File: src/hdl/srs_pkg.sv
// Shared constants for the sweep and RAM segment control link
package srs_pkg;
  // Register addresses carried in the instruction byte
  localparam logic [4:0] A_CTRL1 = 5'h00;
  localparam logic [4:0] A_CTRL2 = 5'h01;
  localparam logic [4:0] A_FTW = 5'h04;
  localparam logic [4:0] A_POW = 5'h05;
  localparam logic [4:0] A_UPPER = 5'h06;
  localparam logic [4:0] A_SEG0 = 5'h07;
  localparam logic [4:0] A_SEG1 = 5'h08;
  localparam logic [4:0] A_SEG2 = 5'h09;
  localparam logic [4:0] A_SEG3 = 5'h0A;
  localparam logic [3:0] SEG_BASE = A_SEG0[3:0];
  localparam int NREG = 11;
  localparam int INSTR_WR_BIT = 7;
  // Control word fields
  localparam int C1_SWEEP = 21;
  localparam int C1_PH_AUTOCLR = 13;
  localparam int C1_NO_DWELL = 2;
  localparam int C2_MULT_MSB = 7;
  localparam int C2_MULT_LSB = 3;
  localparam int C2_VCO_HIGH = 2;
  // Sweep word: rate in the top byte, delta below
  localparam int SW_RATE_MSB = 39;
  localparam int SW_RATE_LSB = 32;
  // Segment word fields
  localparam int SG_DWELL_MSB = 39;
  localparam int SG_DWELL_LSB = 24;
  localparam int SG_MODE_MSB = 7;
  localparam int SG_MODE_LSB = 5;
  localparam int SG_NO_DWELL = 4;
  // RAM modes
  localparam logic [2:0] RM_DIRECT = 3'h0;
  localparam logic [2:0] RM_RECIRC = 3'h4;
  localparam logic [2:0] RM_MAX = 3'h4;
  // Timing
  localparam int SYNC_DIV = 4;
  localparam int HALF_DIV = 2;
  localparam logic [39:0] WORD_RST = 40'h00_0000_0000;
  // Host register byte offsets
  localparam logic [4:0] H_DATA_LO = 5'h00;
  localparam logic [4:0] H_DATA_HI = 5'h04;
  localparam logic [4:0] H_CMD = 5'h08;
  localparam logic [4:0] H_STATUS = 5'h0C;
  localparam logic [4:0] H_PROFILE = 5'h10;
  localparam int H_CMD_UPD = 8;
  localparam int H_CMD_UPD_ONLY = 9;

  typedef enum logic [1:0] {HS_IDLE, HS_SHIFT, HS_UPD} srs_hstate_e;

  // Bytes per register, zero when unmapped
  function automatic logic [2:0] reg_bytes(input logic [4:0] a);
    case (a)
      A_CTRL1, A_FTW, A_UPPER: reg_bytes = 3'h4;
      A_CTRL2: reg_bytes = 3'h3;
      A_POW: reg_bytes = 3'h2;
      A_SEG0, A_SEG1, A_SEG2, A_SEG3: reg_bytes = 3'h5;
      default: reg_bytes = 3'h0;
    endcase
  endfunction : reg_bytes

  function automatic logic [39:0] reg_mask(input logic [2:0] n);
    reg_mask = ~(40'hFF_FFFF_FFFF << {n, 3'b000});
  endfunction : reg_mask
endpackage : srs_pkg

File: src/hdl/srs_if.sv
// Serial programming link between host and device
`timescale 1ns/10ps
`default_nettype none
interface srs_if;
  logic sclk;
  logic cs_n;
  logic sdata;
  logic io_update;
  logic [1:0] profile;
  modport dev (
    input sclk,
    input cs_n,
    input sdata,
    input io_update,
    input profile
  );
  modport host (
    output sclk,
    output cs_n,
    output sdata,
    output io_update,
    output profile
  );
endinterface : srs_if
`default_nettype wire

File: src/hdl/srs_tick.sv
// Divider giving a one-cycle enable every N clocks
`timescale 1ns/10ps
`default_nettype none
module srs_tick #(
  parameter int N = 4
) (
  input wire logic clk_sys,
  input wire logic sys_rst,
  output logic tick
);
  typedef struct packed {
    logic [7:0] cnt;
    logic tick;
  } srs_tick_s;

  srs_tick_s st;
  srs_tick_s next_st;

  always_comb
  begin
    next_st = st;
    next_st.tick = (st.cnt == 8'(N - 1));
    next_st.cnt = next_st.tick ? 8'h00 : st.cnt + 8'h01;
  end

  always_ff @(posedge clk_sys or posedge sys_rst)
  begin
    if (sys_rst)
      st <= '0;
    else
      st <= next_st;
  end

  assign tick = st.tick;
endmodule : srs_tick
`default_nettype wire

File: src/hdl/srs_dev.sv
// Device end: serial register bank, sweep and RAM segment control
`timescale 1ns/10ps
`default_nettype none
module srs_dev (
  input wire logic clk_sys,
  input wire logic sys_rst,
  srs_if.dev link,
  output logic [31:0] tune_word,
  output logic [15:0] phase_offset,
  output logic phase_clear,
  output logic [9:0] ram_addr,
  output logic ram_active,
  output logic [4:0] clk_mult,
  output logic vco_high,
  output logic sweep_done
);
  typedef struct packed {
    logic sclk_q;
    logic upd_q;
    logic [1:0] prof_q;
    logic [5:0] bits;
    logic [4:0] addr;
    logic wr;
    logic [39:0] sh;
    logic [srs_pkg::NREG-1:0][39:0] bufr;
    logic [srs_pkg::NREG-1:0][39:0] wrk;
    logic [31:0] acc;
    logic [7:0] rtimer;
    logic done;
    logic [9:0] raddr;
    logic [15:0] dwell;
    logic ractive;
    logic pclr;
  } srs_dev_s;

  srs_dev_s st;
  srs_dev_s next_st;
  logic tick;
  logic upd_rise;
  logic prof_chg;
  logic rise;
  logic sweep;
  logic [2:0] nbytes;
  logic [31:0] primary_tuning_word;
  logic [31:0] upper;
  logic [31:0] delta;
  logic [7:0] rate;
  logic [32:0] up_sum;
  logic [32:0] dn_sum;
  logic [39:0] seg;
  logic [9:0] s_start;
  logic [9:0] s_end;
  logic [2:0] s_mode;

  // ----------------------------------------------------------------
  // Sync clock enable
  // ----------------------------------------------------------------
  // quarter-rate enable
  srs_tick #(
    .N(srs_pkg::SYNC_DIV)
  ) u_sync (
    .clk_sys(clk_sys),
    .sys_rst(sys_rst),
    .tick(tick)
  );

  // ----------------------------------------------------------------
  // Next state
  // ----------------------------------------------------------------
  always_comb
  begin
    next_st = st;
    upd_rise = link.io_update & ~st.upd_q;
    prof_chg = (link.profile != st.prof_q);
    nbytes = srs_pkg::reg_bytes(st.addr);
    next_st.sclk_q = link.sclk;
    next_st.upd_q = link.io_update;
    next_st.prof_q = link.profile;
    if (link.cs_n)
      next_st.bits = 6'h00;
    else if (link.sclk && !st.sclk_q)
    begin
      next_st.sh = {st.sh[38:0], link.sdata};
      if (st.bits != 6'h3F)
        next_st.bits = st.bits + 6'h01;
      if (st.bits == 6'h07)
      begin
        next_st.addr = next_st.sh[4:0];
        next_st.wr = ~next_st.sh[srs_pkg::INSTR_WR_BIT];
      end
      // data waits in the shadow buffer
      else if (st.wr && nbytes != 3'h0 && st.bits == {nbytes, 3'b111})
        next_st.bufr[st.addr[3:0]] = next_st.sh &
          srs_pkg::reg_mask(nbytes);
    end
    if (upd_rise)
      next_st.wrk = next_st.bufr;

    sweep = next_st.wrk[srs_pkg::A_CTRL1][srs_pkg::C1_SWEEP];
    rise = link.profile[0];
    primary_tuning_word = next_st.wrk[srs_pkg::A_FTW][31:0];
    upper = next_st.wrk[srs_pkg::A_UPPER][31:0];
    delta = rise ? next_st.wrk[srs_pkg::A_SEG1][31:0] :
      next_st.wrk[srs_pkg::A_SEG0][31:0];
    rate = rise ?
      next_st.wrk[srs_pkg::A_SEG1][srs_pkg::SW_RATE_MSB:srs_pkg::SW_RATE_LSB] :
      next_st.wrk[srs_pkg::A_SEG0][srs_pkg::SW_RATE_MSB:srs_pkg::SW_RATE_LSB];
    up_sum = {1'b0, st.acc} + {1'b0, delta};
    dn_sum = {1'b0, st.acc} - {1'b0, delta};
    seg = next_st.wrk[srs_pkg::SEG_BASE + {2'b00, link.profile}];
    s_start = {seg[3:0], seg[15:10]};
    s_end = {seg[9:8], seg[23:16]};
    s_mode = seg[srs_pkg::SG_MODE_MSB:srs_pkg::SG_MODE_LSB];

    // ----------------------------------------------------------------
    // Sweep and RAM sequencing
    // ----------------------------------------------------------------
    if (upd_rise || prof_chg)
    begin
      next_st.done = 1'b0;
      next_st.rtimer = rate;
      if (upd_rise)
        next_st.acc = primary_tuning_word;
      next_st.raddr = s_start;
      next_st.dwell = seg[srs_pkg::SG_DWELL_MSB:srs_pkg::SG_DWELL_LSB];
      next_st.ractive = 1'b1;
    end
    else if (tick && sweep && !st.done)
    begin
      // hold each value for rate ticks
      if (st.rtimer > 8'h01)
        next_st.rtimer = st.rtimer - 8'h01;
      else
      begin
        next_st.rtimer = rate;
        if (rise && up_sum >= {1'b0, upper})
        begin
          next_st.acc = upper;
          next_st.done = 1'b1;
        end
        else if (rise)
          next_st.acc = up_sum[31:0];
        else if (dn_sum[32] || dn_sum[31:0] <= primary_tuning_word)
        begin
          next_st.acc = primary_tuning_word;
          next_st.done = 1'b1;
        end
        else
          next_st.acc = dn_sum[31:0];
      end
    end
    else if (tick && !sweep && st.ractive)
    begin
      if (s_mode == srs_pkg::RM_DIRECT || s_mode > srs_pkg::RM_MAX)
        next_st.ractive = 1'b0;
      else if (st.dwell > 16'h0001)
        next_st.dwell = st.dwell - 16'h0001;
      else
      begin
        next_st.dwell = seg[srs_pkg::SG_DWELL_MSB:srs_pkg::SG_DWELL_LSB];
        if (st.raddr != s_end)
          next_st.raddr = st.raddr + 10'h001;
        else if (s_mode == srs_pkg::RM_RECIRC)
          next_st.raddr = s_start;
        else
        begin
          next_st.ractive = 1'b0;
          if (seg[srs_pkg::SG_NO_DWELL])
            next_st.raddr = s_start;
        end
      end
    end
    if (!sweep)
      next_st.acc = primary_tuning_word;
    next_st.pclr =
      (upd_rise && next_st.wrk[srs_pkg::A_CTRL1][srs_pkg::C1_PH_AUTOCLR]) ||
      (next_st.done && sweep &&
       next_st.wrk[srs_pkg::A_CTRL1][srs_pkg::C1_NO_DWELL]);
  end

  always_ff @(posedge clk_sys or posedge sys_rst)
  begin
    if (sys_rst)
      st <= '0;
    else
      st <= next_st;
  end

  // ----------------------------------------------------------------
  // Outputs
  // ----------------------------------------------------------------
  assign tune_word = st.acc;
  assign phase_offset = st.wrk[srs_pkg::A_POW][15:0];
  assign phase_clear = st.pclr;
  assign ram_addr = st.raddr;
  assign ram_active = st.ractive;
  assign clk_mult =
    st.wrk[srs_pkg::A_CTRL2][srs_pkg::C2_MULT_MSB:srs_pkg::C2_MULT_LSB];
  assign vco_high = st.wrk[srs_pkg::A_CTRL2][srs_pkg::C2_VCO_HIGH];
  assign sweep_done = st.done;
endmodule : srs_dev
`default_nettype wire

File: src/flat_wrapper.sv
// flat-port wrapper written by rule: the top's interface ports become plain ports
module srs_dev_flat 
  (clk_sys, sys_rst, tune_word, phase_offset, phase_clear, ram_addr, ram_active, clk_mult, vco_high, sweep_done, link_sclk, link_cs_n, link_sdata, link_io_update, link_profile);
  srs_if link_i ();
  input wire logic clk_sys;
  input wire logic sys_rst;
  output logic [31:0] tune_word;
  output logic [15:0] phase_offset;
  output logic phase_clear;
  output logic [9:0] ram_addr;
  output logic ram_active;
  output logic [4:0] clk_mult;
  output logic vco_high;
  output logic sweep_done;
  input wire logic [$bits(link_i.sclk)-1:0] link_sclk;
  input wire logic [$bits(link_i.cs_n)-1:0] link_cs_n;
  input wire logic [$bits(link_i.sdata)-1:0] link_sdata;
  input wire logic [$bits(link_i.io_update)-1:0] link_io_update;
  input wire logic [$bits(link_i.profile)-1:0] link_profile;
  assign link_i.sclk = link_sclk;
  assign link_i.cs_n = link_cs_n;
  assign link_i.sdata = link_sdata;
  assign link_i.io_update = link_io_update;
  assign link_i.profile = link_profile;
  srs_dev u_core (.clk_sys(clk_sys), .sys_rst(sys_rst), .link(link_i), .tune_word(tune_word), .phase_offset(phase_offset), .phase_clear(phase_clear), .ram_addr(ram_addr), .ram_active(ram_active), .clk_mult(clk_mult), .vco_high(vco_high), .sweep_done(sweep_done));
endmodule
File: config.mk
export PLATFORM = sky130hd
export DESIGN_NAME = srs_dev_flat
export DESIGN_NICKNAME = d
export VERILOG_FILES = /design/src/hdl/srs_pkg.sv /design/src/hdl/srs_if.sv /design/src/hdl/srs_tick.sv /design/src/hdl/srs_dev.sv /design/src/flat_wrapper.sv
export SDC_FILE = /design/constraint.sdc
export NUM_CORES = 2
export LEC_CHECK = 0
export BUFFER_PORTS_ARGS = -buffer_cell sky130_fd_sc_hd__buf_2
export CAP_MARGIN = 25
export CORE_MARGIN = 1.5
export CORE_UTILIZATION = 67
export DETAILED_ROUTE_END_ITERATION = 16
export GPL_TIMING_DRIVEN = 0
export PLACE_DENSITY_LB_ADDON = 0.2
export SYNTH_ARGS = -nofsm -noshare
export SYNTH_HDL_FRONTEND = slang
export SYNTH_SLANG_ARGS = --single-unit
File: constraint.sdc
create_clock -name clk_sys -period 50 [get_ports clk_sys]
set_input_delay 0 -clock clk_sys [delete_from_list [all_inputs] [get_ports clk_sys]]
set_output_delay 0 -clock clk_sys [all_outputs]
set_load 0.005 [all_outputs]
Word-level counts from Yosys, hierarchy flattened
Memories as Yosys holds them, arrays and structs flattened.
Index checks and enable logic that the tools add are counted.
{"block": "word_totals", "regBits": 1014, "rom_bits": 48, "input_bits": 8, "out_inout_bits": 67, "elab_cells": 153, "mem_count": 1}
{"memory": "(name not given)", "depth": 16, "word_bits": 3, "rd": 1, "rd_clocked_by_memory_dff": 0, "wr": 0, "line": "srs_pkg.sv:53", "source": "case (a)"}
{"block": "classes", "add_sub_neg": 8, "n_lt_le_gt_ge": 8, "eq_ne": 16, "shift": 1, "muxes": 42, "bitwise": 6, "n_reduce_logical": 33}
{"op": "$mux W440", "n": 4}
{"op": "$mux W492", "n": 1}
{"op": "$bwmux W440", "n": 1}
{"op": "$mux W32", "n": 7}
{"op": "$bmux W40 S4", "n": 1}
{"op": "$demux W40 S4", "n": 1}
{"op": "$mux W40", "n": 2}
{"op": "$mux W68", "n": 1}
{"op": "$mux W27", "n": 2}
{"op": "$mux W41", "n": 1}
{"op": "$and A40 B40 Y40", "n": 1}
{"op": "$mux W10", "n": 4}
{"op": "$not A40 Y40", "n": 1}
{"op": "$shl A40 B6 Y40 const A", "n": 1}
{"op": "$add A32 B32 Y33", "n": 1}
{"op": "$ge A33 B32 Y1", "n": 1}
{"op": "$sub A32 B32 Y33", "n": 1}
{"op": "$le A32 B32 Y1", "n": 1}
{"op": "$mux W26", "n": 1}
{"op": "$mux W8", "n": 3}
{"op": "$mux W6", "n": 3}
{"op": "$gt A16 B1 Y1 const B", "n": 1}
{"op": "$mux W16", "n": 1}
{"op": "$sub A16 B1 Y16 const B", "n": 1}
{"op": "33 further kinds", "n": 72}

Longest topological paths before layout
An unclocked memory read counts as a cell.
{"block": "depth", "ltp_word": 24, "mapped_depth": 42, "mapped_depth_nobuf": 36}

Cells and area by module
Synthesis repeated with hierarchy kept, for this count alone.
{"block": "unflattened", "cells_unflattened": 4074, "area_unflattened_um2": 37457.2}
{"module": "srs_dev", "n_inst": 1, "cells_each": 4045, "area_per_inst_um2": 37075.6, "seq_area_each_um2": 17541.8}
{"module": "srs_tick", "n_inst": 1, "cells_each": 29, "area_per_inst_um2": 381.6, "seq_area_each_um2": 225.2}

Least setup slack after synthesis
Ideal clock, no wire load.
{"block": "synth_path", "path_type": "register -> register", "from": "register u_core.st[1003] (netlist bit)", "to": "register u_core.st (netlist bit u_core.tune_word[21])", "setup_ps": 138, "t_arrival_ps": 7831, "t_required_ps": 49862, "path_slack_ps": 42031, "path_stages_with_launch": 37, "path_buffers": 11, "synth_period_minus_slack_ps": 7969, "cell_sequence": "dfrtp_1 nor2b_1 buf_2 clkbuf_1 buf_1 buf_1 clkbuf_1 clkbuf_1 clkbuf_1 buf_1 a31oi_1 mux2_2 ha_1 inv_1 o21ai_0 or3_1 o21ai_0 o21ai_0 a221o_1 a21oi_1 o21ai_0 a21oi_1 xnor2_1 ha_1 nand4_1 a211oi_1 a211oi_1 o21ai_0 a22o_1 o21ai_0 o21a_1 clkbuf_1 buf_1 clkbuf_1 nor2_1 a21oi_1 o21ai_0"}
{"element": "start, declared", "line": "srs_dev.sv:36", "source": "srs_dev_s st;"}
{"element": "start signal, assigned", "line": "srs_dev.sv:186", "source": "st <= next_st;"}

==> flow_summary.toml <==
[setup_path]
crit_arrival_ns = 14.37
crit_fanout = 10
reg2reg_slack_ns = 36.19
critical_path_class = "reg2reg"
element_type_at_the_critical_path_end = "flip-flop"
critical_path_required_ns = 50.55
critical_path.startpoint_type = "flip-flop"
slowest_stage = "buf_1"
critical-path-max-stage-delay_ns = 0.89

[status]
run_status = "completed"

[floorplanning]
die-height_um = 239
floorplan.rows = 86
initial_core_util = 0.676
number_of_top_level_pins = 75
design.die.area_um2 = 56900
core_area_um2 = 55000
floorplan_die_width_um = 239

[grt]
global_route.usage.total = 0.480
number_of_global_route_vias_before_repair = 31826
grt_start_max_net_pins = 131
number_of_antenna_violations_at_the_first_check_in_global_routing = 5
grt_first_pass_wirelength_um = 200000
globalRouteOverflowTotal = 0

[clock_network]
numClockSinks = 710
cts_buffers = 72
clock_transition_at_the_registers_of_the_reported_paths_ns = 0.06
clock_tree.htree_level_count = 3
tritoncts = "done"
clockBufferDepth = 3
clock_latency_ns = 0.64
clockRootBuffer = "clkbuf_16"
post_cts_resized = 0

[routing]
detail_route.iter0.violations = 5545
top_signal_layer_used = "met5"
finalWirelength_um = 135000
dr_wl_met2_um = 54800
post_drt_via_cell_ratio = 6.70
wl_per_cell_um = 27.0
route.vias.total = 33635
antenna_violating_nets_post_route = 0
met3RoutedLength_um = 22300
detail_route.first_pass.iterations = 8
wl_met1_um = 49500
drc = 0

[synth]
seq_area_frac_synth = 0.478
ys_warn_count = 0
syn_area_per_cell_um2 = 9.19
synth_nets = 4198
ys_async_sr_fraction = 1.00
synth_ff_type = "dfrtp_1"
synth_area_leaders = "dfrtp_1, nand2_1, o21ai_0"
synth_compound_area_frac = 0.155
post_synth_adder_cell_area = 0.0485
synth_top_area_share = 0.478
synth_edf_count = 0
synth_simple_gate_area_share = 0.173
synthXorXnorAreaFrac = 0.0193
yosys-top-cells-count = "nand2_1, dfrtp_1, o21ai_0"
synth_top_family_by_area = "simple AND/OR/NAND/NOR gates"
synthMostInstantiatedCell = "nand2_1"
netlist.top_cell.by_area = "dfrtp_1"
synth.ff_latch_count = 710
area_of_the_mapped_netlist_um2 = 37200
synth.area.mux_share = 0.0672
synthesized_instance_count = 4047
post_synth_num_cell_types = 101

[power_and_ir_drop]
leakage_uw = 0.0200
switching_share = 0.287
power.sequential.fraction = 0.434
power_per_cell_area_nw_per_um2 = 33.8
combinationalPowerShare = 0.157
peakVddDrop_mv = 0.0229
switchingPower_uw = 402
p_clk_frac = 0.410
p_int_uw = 996

[final_layout]
fraction_of_layout_instances_using_a_drive_strength_above_1 = 0.115
multiInputGateArea_um2 = 17200
syn_to_layout_area_delta_pct = 11.1
n_fill_cell = 3916
core_utilization_of_the_finished_layout = 0.752
ff_latch_area_um2 = 17800
num-nets-final = 4371

[min_path]
hold_path.class = "in2reg"

[placed_design]
io_buffer_count = 73
globalplace.congestion = 1.09
hpwl_after_dpl_um = 98900

[sta]
finalSetupTns_ns = 0
final-hold-violation-count = 0
finalSetupViolations = 0
worst_slew_margin_rel = 0.170
finalCritPeriodShare = 0.276
timing.final.max_slew_violations = 0
max_freq_ghz = 0.0724
setup_repair_after_global_routing_missed_its_margin = "false"
tightest_slew_ns = 1.23
final_period_minus_worst_setup_slack_ns = 13.81
skew_ns = 0.0232

[run]
cap_violations = 0
## sequential cells by signal, summed over array words and instances, names as in the netlist
name and cells:
u_core.ram_addr 10, u_core.st 634, u_core.u_sync.st 8, u_core.phase_clear 1, u_core.vco_high 1, u_core.clk_mult 5
u_core.phase_offset 16, u_core.u_sync.tick 1, u_core.sweep_done 1, u_core.ram_active 1, u_core.tune_word 32
## kinds of logic (layout without fill, tap and decap cells)
group,count (synthesis),in the layout
buf+inv,512,735
flops,710,710
simple gates,1475,1475
other cells,0,3
xor+xnor,81,81
mux,198,198
fa+ha+maj,143,143
compound gates,928,928
## metrics by stage
step           instance area, um^2  power (uW)  worst slack [ns]  std cells  hold slack (ns)
5_1_grt                      41300        1430             36.33       5018           0.0631
2_1_floorplan                37200         750             30.09       4047           0.0314
3_5_place_dp                 38700         823             37.41       4879           0.0787
4_1_cts                      41200        1380             37.30       5011           0.0411
3_3_place_gp                 38500         818             22.70       4868            0.141
6_report                     41300        1400             36.19       5021           0.0536
## power by group through the flow
stage                     registers (uW)  clock network (uW)  logic (uW)
after detailed placement             616                   0         207
after global routing                 607                 592         231
after floorplan                      611                   0         139
after CTS                            605                 569         209
after global placement               616                   0         202
final                                606                 573         219
## repair_timing
action | CTS | global route
hold endpoints to repair | 160 | 0
endpoints found under the setup margin | 0 | 0
hold buffers | 8 | 0
buffers inserted | 0 | 0
## critical path, delay by kind of cell (launching register included)
family	cells	cell delay, ns
simple gates	9	1.82
mux	1	0.27
compound gates	14	4.80
buf+inv	10	5.58
xor+xnor	1	0.31
fa+ha+maj	2	0.52
flops	1	0.37
## layout by cell type (no fill, tap or decap), types with 14 or more instances in the layout
cell / instances
o21a_1: 18
nand4_1: 32
nor4_1: 24
buf_2: 93
nand2b_1: 24
o21ai_0: 373
xnor2_1: 57
a211oi_1: 37
a31oi_1: 22
mux2i_1: 45
clkbuf_1: 206
nor3_1: 57
and2_1: 49
dfrtp_1: 710
ha_1: 141
mux2_2: 123
mux4_2: 29
o21ai_1: 27
a21o_1: 35
a221oi_1: 22
clkbuf_16: 73
nand3_1: 40
nand2_1: 863
nor2_1: 274
a22oi_1: 35
a21oi_1: 177
o211ai_1: 31
buf_1: 31
inv_1: 201
nor2b_1: 19
xor2_1: 23
a2111oi_0: 14
buf_4: 68
and3_1: 27
## area by class of cell
| cell class | count | area share |
|---|---|---|
| Sequential cell | 710 | 0.430 |
| Multi-Input combinational cell | 2825 | 0.417 |
| Clock buffer | 97 | 0.0493 |
| Buffer | 308 | 0.0345 |
| Tap cell | 748 | 0.0226 |
| Inverter | 204 | 0.0187 |
| Timing Repair Buffer | 99 | 0.0179 |
| Clock inverter | 27 | 0.0101 |
| Antenna cell | 3 | 0.000182 |
## layer usage
| metal | track usage | vias to the layer above |
|---|---|---|
| li1 | - | 14176 |
| met1 | 0.631 | 16129 |
| met2 | 0.658 | 2752 |
| met3 | 0.214 | 570 |
| met4 | 0.271 | 8 |
| met5 | 0.00433 | - |
## path summary, 6_finish.rpt
path / start / end / cells after the start
hold / removal: link_sclk / u_core.st[1004]$_DFF_PP0_ / 2
min in group asynchronous: sys_rst / u_core.st[997]$_DFFE_PP0P_ / 4
max in group asynchronous: sys_rst / u_core.st[262]$_DFF_PP0_ / 8
setup reg to reg: u_core.st[1003]$_DFF_PP0_ / u_core.phase_clear$_DFF_PP0_ / 37
hold reg to reg: u_core.st[916]$_DFF_PP0_ / u_core.st[916]$_DFF_PP0_ / 2
setup / recovery: u_core.st[1003]$_DFF_PP0_ / u_core.phase_clear$_DFF_PP0_ / 37
(Power assumes the default switching activity.)
